[config.mk]
export PLATFORM = sky130hd
export DESIGN_NAME = dms_mode_selector
export DESIGN_NICKNAME = d
export VERILOG_FILES = /design/src/logic/dms_pkg.sv /design/src/logic/dms_sync_bit.sv /design/src/logic/dms_mode_selector.sv
export SDC_FILE = /design/constraint.sdc
export NUM_CORES = 1
export LEC_CHECK = 0
export BUFFER_PORTS_ARGS = -buffer_cell sky130_fd_sc_hd__buf_2
export CORE_ASPECT_RATIO = 1.4
export CORE_UTILIZATION = 39
export CTS_CLUSTER_DIAMETER = 80
export DETAILED_ROUTE_END_ITERATION = 8
export GPL_ROUTABILITY_DRIVEN = 1
export MAX_ROUTING_LAYER = met4
export SYNTH_ARGS = -nofsm -noshare
export SYNTH_HDL_FRONTEND = slang
export SYNTH_SLANG_ARGS = --single-unit
[constraint.sdc]
create_clock -name I_SYS_CLK -period 2.5 [get_ports I_SYS_CLK]
set_input_delay 0 -clock I_SYS_CLK [delete_from_list [all_inputs] [get_ports I_SYS_CLK]]
set_output_delay 0 -clock I_SYS_CLK [all_outputs]
set_load 0.05 [all_outputs]
[src/logic/dms_pkg.sv]
// Constants and types shared by the drive mode selector.
// Assumes a single 25 MHz system clock and asynchronous digital control inputs.
// Functional notes
// - Select input high: automatic; low: manual.
// - Automatic-to-automatic change keeps motor running.
// - Manual/automatic change halts, loads settings, resumes.
// - Faults during change use error class response.
// - Jog starts only at standstill, no fault.
// - Toggle low: first mode; high: second mode.
// - Gear mode needs module in first slot.
// - Pair setting visible only with gear module.
package dms_pkg;

  // Active control modes reported to the drive core.
  typedef enum logic [1:0] {
    DMS_MODE_MANUAL,
    DMS_MODE_SPEED,
    DMS_MODE_CURRENT,
    DMS_MODE_GEAR
  } dms_mode_t;

  // Automatic pair setting encodings and value after reset.
  localparam logic [1:0] DMS_PAIR_SPD_CUR = 2'h0;
  localparam logic [1:0] DMS_PAIR_GEAR_SPD = 2'h1;
  localparam logic [1:0] DMS_PAIR_GEAR_CUR = 2'h2;
  localparam logic [1:0] DMS_PAIR_RESET = 2'h1;

  // Cycles the halt is held before the new mode's settings are loaded.
  localparam int unsigned DMS_HALT_NS = 1000;
  localparam int unsigned DMS_CLK_NS = 40;
  localparam logic [7:0] DMS_HALT_CYC = 8'((DMS_HALT_NS + DMS_CLK_NS - 1) / DMS_CLK_NS);

  // Digital control inputs travelling together.
  typedef struct packed {
    logic auto_manual_select;
    logic auto_pair_toggle_input;
    logic jog_ccw_request;
    logic jog_cw_request;
  } dms_inputs_t;

endpackage

[src/logic/dms_sync_bit.sv]
// Two-stage input synchroniser for one control bit.
// Assumes asynchronous active-low reset; output resets low (unconnected input reads low).
`timescale 1ns/1ps
module dms_sync_bit (
  input  wire logic I_SYS_CLK,
  input  wire logic I_RST_B,
  input  wire logic i_d,
  output logic      o_q
);
  logic meta_reg;

  // Only the second stage reads the first stage.
  always_ff @(posedge I_SYS_CLK or negedge I_RST_B) begin
    if (!I_RST_B) begin
      meta_reg <= 1'b0;
      o_q      <= 1'b0;
    end else begin
      meta_reg <= i_d;
      o_q      <= meta_reg;
    end
  end
endmodule // dms_sync_bit

[src/logic/dms_mode_selector.sv]
// Drive mode selector: decides manual or automatic mode and sequences changes.
// Assumes a drive core that reports standstill and faults and consumes the mode.
`timescale 1ns/1ps
module dms_mode_selector
  import dms_pkg::*;
(
  input  wire logic        I_SYS_CLK,
  input  wire logic        I_RST_B,
  input  wire dms_inputs_t i_inputs,
  input  wire logic        i_hmi_jog_request,
  input  wire logic        i_motor_standstill,
  input  wire logic        i_fault_pending,
  input  wire logic        i_slot1_gear_module,
  input  wire logic        i_pair_write,
  input  wire logic [1:0]  i_pair_wdata,
  input  wire logic [1:0]  i_pair_stored,
  input  wire logic        i_pair_stored_valid,
  output dms_mode_t        o_mode,
  output logic             o_halt,
  output logic             o_load_settings,
  output logic             o_jog_active,
  output logic             o_jog_dir_cw,
  output logic [1:0]       o_auto_pair_setting,
  output logic             o_pair_visible,
  output logic             o_pair_persist
);

  typedef enum logic [1:0] {ST_RUN, ST_HALT, ST_LOAD, ST_FAULT} dms_state_t;

  logic       sel_sync, tog_sync, ccw_sync, cw_sync;
  logic [1:0] pair_reg;
  logic       pair_load_reg;
  dms_state_t state_reg;
  logic [7:0] halt_cnt_reg;
  logic       auto_reg;
  dms_mode_t  auto_mode;
  logic       jog_req;

  // Control inputs are resynchronised before any decision is made.
  dms_sync_bit u_sync_sel (.I_SYS_CLK(I_SYS_CLK), .I_RST_B(I_RST_B),
    .i_d(i_inputs.auto_manual_select), .o_q(sel_sync));
  dms_sync_bit u_sync_tog (.I_SYS_CLK(I_SYS_CLK), .I_RST_B(I_RST_B),
    .i_d(i_inputs.auto_pair_toggle_input), .o_q(tog_sync));
  dms_sync_bit u_sync_ccw (.I_SYS_CLK(I_SYS_CLK), .I_RST_B(I_RST_B),
    .i_d(i_inputs.jog_ccw_request), .o_q(ccw_sync));
  dms_sync_bit u_sync_cw  (.I_SYS_CLK(I_SYS_CLK), .I_RST_B(I_RST_B),
    .i_d(i_inputs.jog_cw_request), .o_q(cw_sync));

  // Pair setting: taken once from non-volatile storage after reset, then
  // written only while a gear module is fitted; out-of-range values ignored.
  // Writes are ignored until the stored value is taken, so an early write is dropped.
  always_ff @(posedge I_SYS_CLK or negedge I_RST_B) begin
    if (!I_RST_B) begin
      pair_reg      <= DMS_PAIR_RESET;
      pair_load_reg <= 1'b0;
    end else if (!pair_load_reg && i_pair_stored_valid) begin
      pair_load_reg <= 1'b1;
      if (i_pair_stored <= DMS_PAIR_GEAR_CUR) begin
        pair_reg <= i_pair_stored;
      end
    end else if (pair_load_reg && i_pair_write && i_slot1_gear_module
                 && i_pair_wdata <= DMS_PAIR_GEAR_CUR) begin
      pair_reg <= i_pair_wdata;
    end
  end

  // Persist strobe tells storage to retain an accepted write.
  always_ff @(posedge I_SYS_CLK or negedge I_RST_B) begin
    if (!I_RST_B) begin
      o_pair_persist <= 1'b0;
    end else begin
      o_pair_persist <= pair_load_reg && i_pair_write && i_slot1_gear_module
                        && (i_pair_wdata <= DMS_PAIR_GEAR_CUR);
    end
  end

  assign o_auto_pair_setting = pair_reg;

  // Visibility is registered like the other status outputs; it trails the
  // module-present input by one cycle, far below what any display notices.
  always_ff @(posedge I_SYS_CLK or negedge I_RST_B) begin
    if (!I_RST_B) begin
      o_pair_visible <= 1'b0;
    end else begin
      o_pair_visible <= i_slot1_gear_module;
    end
  end

  // Automatic mode from pair and toggle; without a gear module the gear
  // choice falls back to speed/current so no unavailable mode is entered.
  always_comb begin
    auto_mode = DMS_MODE_SPEED;
    case (i_slot1_gear_module ? pair_reg : DMS_PAIR_SPD_CUR)
      DMS_PAIR_SPD_CUR:  auto_mode = tog_sync ? DMS_MODE_CURRENT : DMS_MODE_SPEED;
      DMS_PAIR_GEAR_SPD: auto_mode = tog_sync ? DMS_MODE_SPEED : DMS_MODE_GEAR;
      DMS_PAIR_GEAR_CUR: auto_mode = tog_sync ? DMS_MODE_CURRENT : DMS_MODE_GEAR;
      default:           auto_mode = DMS_MODE_SPEED;
    endcase
  end

  // Change sequencer: manual/automatic changes halt the motor, wait for
  // standstill plus a minimum hold, load the settings, then resume.
  always_ff @(posedge I_SYS_CLK or negedge I_RST_B) begin
    if (!I_RST_B) begin
      state_reg    <= ST_RUN;
      halt_cnt_reg <= 8'h00;
      auto_reg     <= 1'b0;
    end else begin
      case (state_reg)
        ST_RUN: begin
          if (sel_sync != auto_reg) begin
            state_reg    <= ST_HALT;
            halt_cnt_reg <= DMS_HALT_CYC;
          end
        end
        ST_HALT: begin
          if (i_fault_pending) begin
            state_reg <= ST_FAULT;
          end else if (halt_cnt_reg != 8'h00) begin
            halt_cnt_reg <= halt_cnt_reg - 8'h01;
          end else if (i_motor_standstill) begin
            state_reg <= ST_LOAD;
          end
        end
        ST_LOAD: begin
          auto_reg  <= sel_sync;
          state_reg <= ST_RUN;
        end
        ST_FAULT: begin
          // The error-class response owns the motor until the fault clears.
          if (!i_fault_pending) begin
            state_reg    <= ST_HALT;
            halt_cnt_reg <= DMS_HALT_CYC;
          end
        end
        default: state_reg <= ST_RUN;
      endcase
    end
  end

  // Jog start: manual, settled, standstill, no fault; held while requested.
  assign jog_req = ccw_sync || cw_sync || i_hmi_jog_request;
  always_ff @(posedge I_SYS_CLK or negedge I_RST_B) begin
    if (!I_RST_B) begin
      o_jog_active <= 1'b0;
      o_jog_dir_cw <= 1'b0;
    end else if (auto_reg || state_reg != ST_RUN || i_fault_pending || !jog_req) begin
      o_jog_active <= 1'b0;
    end else if (!o_jog_active && i_motor_standstill) begin
      o_jog_active <= 1'b1;
      o_jog_dir_cw <= cw_sync && !ccw_sync;
    end
  end

  // Mode output: automatic modes follow the toggle directly, no halt.
  always_ff @(posedge I_SYS_CLK or negedge I_RST_B) begin
    if (!I_RST_B) begin
      o_mode          <= DMS_MODE_MANUAL;
      o_halt          <= 1'b0;
      o_load_settings <= 1'b0;
    end else begin
      o_halt          <= (state_reg == ST_HALT) || (state_reg == ST_FAULT);
      o_load_settings <= (state_reg == ST_LOAD);
      if (state_reg == ST_RUN) begin
        o_mode <= auto_reg ? auto_mode : DMS_MODE_MANUAL;
      end
    end
  end

  // Assertions.
  auto_no_halt_a: assert property (@(posedge I_SYS_CLK) disable iff (!I_RST_B)
    (state_reg == ST_RUN && auto_reg && sel_sync && $changed(tog_sync)) |=> ##1 !o_halt)
    else $error("Automatic mode change halted the motor");
  change_halts_a: assert property (@(posedge I_SYS_CLK) disable iff (!I_RST_B)
    (state_reg == ST_RUN && sel_sync != auto_reg) |=> ##1 o_halt)
    else $error("Manual/automatic change did not halt");
  load_after_halt_a: assert property (@(posedge I_SYS_CLK) disable iff (!I_RST_B)
    $rose(o_load_settings) |-> $past(o_halt))
    else $error("Settings loaded without halt");
  fault_holds_a: assert property (@(posedge I_SYS_CLK) disable iff (!I_RST_B)
    (state_reg == ST_HALT && i_fault_pending) |=> state_reg == ST_FAULT)
    else $error("Fault during change not handled");
  jog_start_a: assert property (@(posedge I_SYS_CLK) disable iff (!I_RST_B)
    $rose(o_jog_active) |-> $past(i_motor_standstill && !i_fault_pending && jog_req))
    else $error("Jog started without standstill or request");
  pair_range_a: assert property (@(posedge I_SYS_CLK) disable iff (!I_RST_B)
    pair_reg <= DMS_PAIR_GEAR_CUR)
    else $error("Pair setting out of range");
  toggle_pair_a: assert property (@(posedge I_SYS_CLK) disable iff (!I_RST_B)
    (state_reg == ST_RUN && auto_reg && i_slot1_gear_module && pair_reg == DMS_PAIR_SPD_CUR
     && tog_sync) |=> o_mode == DMS_MODE_CURRENT)
    else $error("Toggle high did not select second mode");
  no_gear_a: assert property (@(posedge I_SYS_CLK) disable iff (!I_RST_B)
    (!i_slot1_gear_module && state_reg == ST_RUN) |=> o_mode != DMS_MODE_GEAR)
    else $error("Gear mode without module");
  jog_auto_a: assert property (@(posedge I_SYS_CLK) disable iff (!I_RST_B)
    auto_reg |=> !o_jog_active)
    else $error("Jog active in automatic mode");

  // Assertions on what the drive core and the configuration tools see.
  manual_mode_a: assert property (@(posedge I_SYS_CLK) disable iff (!I_RST_B)
    (state_reg == ST_RUN && !auto_reg) |=> o_mode == DMS_MODE_MANUAL)
    else $error("Manual selection did not give manual mode");
  load_pulse_a: assert property (@(posedge I_SYS_CLK) disable iff (!I_RST_B)
    o_load_settings |=> !o_load_settings)
    else $error("Settings load lasted more than one cycle");
  pair_hidden_a: assert property (@(posedge I_SYS_CLK) disable iff (!I_RST_B)
    !i_slot1_gear_module |=> !o_pair_visible)
    else $error("Pair setting shown without gear module");
  pair_gate_a: assert property (@(posedge I_SYS_CLK) disable iff (!I_RST_B)
    $changed(pair_reg) |-> ($past(i_slot1_gear_module) || !$past(pair_load_reg)))
    else $error("Pair setting changed without gear module");
  persist_gate_a: assert property (@(posedge I_SYS_CLK) disable iff (!I_RST_B)
    o_pair_persist |-> $past(i_slot1_gear_module))
    else $error("Pair setting persisted without gear module");

  manual_to_auto_c: cover property (@(posedge I_SYS_CLK) disable iff (!I_RST_B)
    $rose(auto_reg));
  jog_run_c: cover property (@(posedge I_SYS_CLK) disable iff (!I_RST_B)
    $rose(o_jog_active));
  fault_change_c: cover property (@(posedge I_SYS_CLK) disable iff (!I_RST_B)
    state_reg == ST_FAULT);
  auto_toggle_c: cover property (@(posedge I_SYS_CLK) disable iff (!I_RST_B)
    state_reg == ST_RUN && auto_reg && $changed(tog_sync));
  pair_write_c: cover property (@(posedge I_SYS_CLK) disable iff (!I_RST_B)
    $rose(o_pair_persist));

endmodule // dms_mode_selector

==> results.md <==
* Outcome: finished clean
* Clock transition at path regs at around 0.070 ns
* Fin crit share at 0.836
* PortBufs at 25
* Seq/Total Area, Yosys at 0.575
* Post-synthesis instance area at between 0.001 and 0.0015 mm²
* FMAX at ~480 MHz
* Fin crit period at ~2.1 ns
* Later-pin clock latency in the skew report at 0.28 ns
* Hold Path Class: in -> reg
* Max Transition Viols Final at 0
* Final Core Density at 0.526
* Die Wd at slightly above 50 µm
* Diode count at 0
* H-Tree Depth at 2
* Maxcap violations at 0
* Final antenna-violating net count at 0
* Via Count at roughly 990
* First-pass GRT wire length at around 4.3 mm
* Hold Fails Final Rpt at 0
* Critical Path RT at around 2.7 ns
* Critical-path top delay cell: or4_4
* Final #Nets at 172
* Post-cts gate resize count at 0
* Crit-path max cell delay at about 0.56 ns
* Largest buffer count on any clock path at 2
* Syn Nets at roughly 130
* Worst Skew at approximately 0.0076 ns
* Vias in the first global route at between 1000 and 1500
* Crit start category: register
* Pwr Density at slightly below 1000 mW/mm²
* Crit-path max FO at 8
* Ys Warns at 0
* Max reg flops at 8
* Post-synthesis instance total at ~120
* CTS buffer count at 5
* Die area at approximately 0.0036 mm²
* FP Rows at 24
* Crit path DAT at approximately 2.3 ns
* TritonCTS clock tree: built
* Placed inst area at roughly 0.0015 mm²
* Crit-path cells: or4_4 > nor4_4 > o31a_1 > mux2_4
* Syn Area/Cell at ~11 µm²
* Drt total wl at approximately 2.4 mm
* Max transition margin at 0.568
* CP endpoint kind: register
* P_leak at ~0.75 nW
* Post-synth EDFFs at 0
* Slew at the pin closest to its max-slew limit at 0.648 ns
* Drt first pass iters at 4
* Final setup violation count at 0
* Num ports at 26
* Root Driver: clkbuf_8
* Average vias per placed instance at 5.08
* Synth-to-Final Area Change at 26.8%
* Post-CTS Hold Buffers at 10
* Synth Flop Type: dfrtp_1
* Ratio of cells with drive above 1 in the final layout at 0.297
* Filler Cells Inserted at 302
* Iteration-0 DRC Markers at 15
* RePlAce Congestion at ~0.70
* Congestion Overflow GR at 0
* HPWL after DPL at roughly 1.6 mm
* DR WL/cell at 12.2 µm
* Initial Util at 0.415
* Unique masters post-synth at 36
* Post-CTS setup buffers at 0
* Synth Register Bits at 30
* GR Util All Layers at 0.166
* Final Cell Area at 0.00166 mm²
* Core area at between 0.003 and 0.004 mm²
* Setup tns final at 0 ns
* Async SR Flop Fraction at 1.00
* Initial antenna violation count at 0
* Die height at around 71 µm
* RSZ-0062 raised after global routing: no
* Peak VDD IR at between 0.5 and 0.6 mV
* DRC Markers at 0
* Largest net degree at the start of global routing at 31
* Clk sinks at 30
* Critical path class: reg -> reg
-- through the flow --
step	setup slack (ns)	hold slack, ns	cells	power (mW)
2_1_floorplan	0.601	-0.296	115	1.08
3_3_place_gp	0.465	0.0676	176	1.19
3_5_place_dp	0.416	0.0782	176	1.19
4_1_cts	0.412	0.00456	194	1.62
5_1_grt	0.297	0.0139	194	1.70
6_report	0.409	0.00876	194	1.60
-- where the power goes --
part	internal [mW]	switching, mW	leakage, nW	total, mW
Sequential	0.596	0.109	0.352	0.706
Combinational	0.188	0.307	0.351	0.495
Clock	0.221	0.178	0.0472	0.399
-- cell usage in the layout, fill, tap and decap left out, types with 2 or more instances in the layout --
cell type,count
dfrtp_1,29
buf_2,25
nor2_1,12
dlygate4sd3_1,10
o21ai_0,8
inv_1,7
nand2b_1,7
nand2_1,6
clkbuf_8,6
a21oi_1,4
nor2b_1,3
nor3_1,3
o31ai_1,3
o22ai_1,3
mux2_2,3
nor3b_1,2
o22a_2,2
ha_1,2
-- critical path, delay by kind of cell, from the launching register on --
| family | cells | cell delay [ns] |
|---|---|---|
| muxes | 1 | 0.33 |
| AOI/OAI and AO/OA | 1 | 0.37 |
| DFF | 1 | 0.45 |
| and+or+nand+nor | 2 | 0.82 |
-- logic make-up (layout without fill, tap and decap cells) --
group / Yosys count / in the layout / synth area share
flops: 30 / 30 / 0.575
xor+xnor: 1 / 1 / 0.00669
mux: 4 / 4 / 0.0373
buf+inv: 10 / 50 / 0.0344
compound gates: 27 / 27 / 0.150
fa+ha+maj: 2 / 2 / 0.0191
simple gates: 41 / 41 / 0.178
-- final timing paths --
path,startpoint,end,slack [ns],cells past startpoint
setup / recovery,halt_cnt_reg[3]$_DFFE_PN0P_,halt_cnt_reg[1]$_DFFE_PN0P_,0.41,4
hold / removal,i_fault_pending,state_reg[1]$_DFFE_PN0P_,0.009,3
setup reg to reg,halt_cnt_reg[3]$_DFFE_PN0P_,halt_cnt_reg[1]$_DFFE_PN0P_,0.41,4
hold reg to reg,u_sync_cw.meta_reg$_DFF_PN0_,u_sync_cw.o_q$_DFF_PN0_,0.35,0
max in group asynchronous,I_RST_B,o_load_settings$_DFF_PN0_,1.79,2
min in group asynchronous,I_RST_B,halt_cnt_reg[3]$_DFFE_PN0P_,0.28,2
-- per-layer routing --
layer | part of all wire | wire (µm) | vias up | GRT usage
met2 | 0.50 | 1190 | 23 | 0.253
li1 | - | - | 483 | -
met1 | 0.43 | 1030 | 473 | 0.186
met3 | 0.036 | 85 | 6 | 0.0495
met5 | 0 | 0 | - | -
met4 | 0.029 | 70 | 0 | 0.105
-- cells in the mapped netlist, types with 2 or more instances --
cell | instances | area (µm²)
mux2_2 | 3 | 33.8
o31ai_1 | 3 | 22.5
nand2b_1 | 7 | 43.8
dfrtp_1 | 29 | 726
o21ai_0 | 8 | 40.0
nor3_1 | 3 | 15.0
inv_1 | 7 | 26.3
nand2_1 | 6 | 22.5
ha_1 | 2 | 25.0
o22a_2 | 2 | 20.0
nor2_1 | 12 | 45.0
a21oi_1 | 4 | 20.0
o22ai_1 | 3 | 18.8
nor2b_1 | 3 | 18.8
nor3b_1 | 2 | 15.0
-- layout make-up --
type | instances | area [µm²] | share of cell area
tap | 39 | 48.8 | 0.0294
clock buffer | 6 | 82.6 | 0.0498
sequential | 30 | 752 | 0.453
multi-input combinational | 75 | 512 | 0.308
clock inverter | 2 | 12.5 | 0.00754
inverter | 7 | 26.3 | 0.0158
timing repair buffer | 35 | 225 | 0.136
No activity file was read; power rests on OpenSTA's default activity.
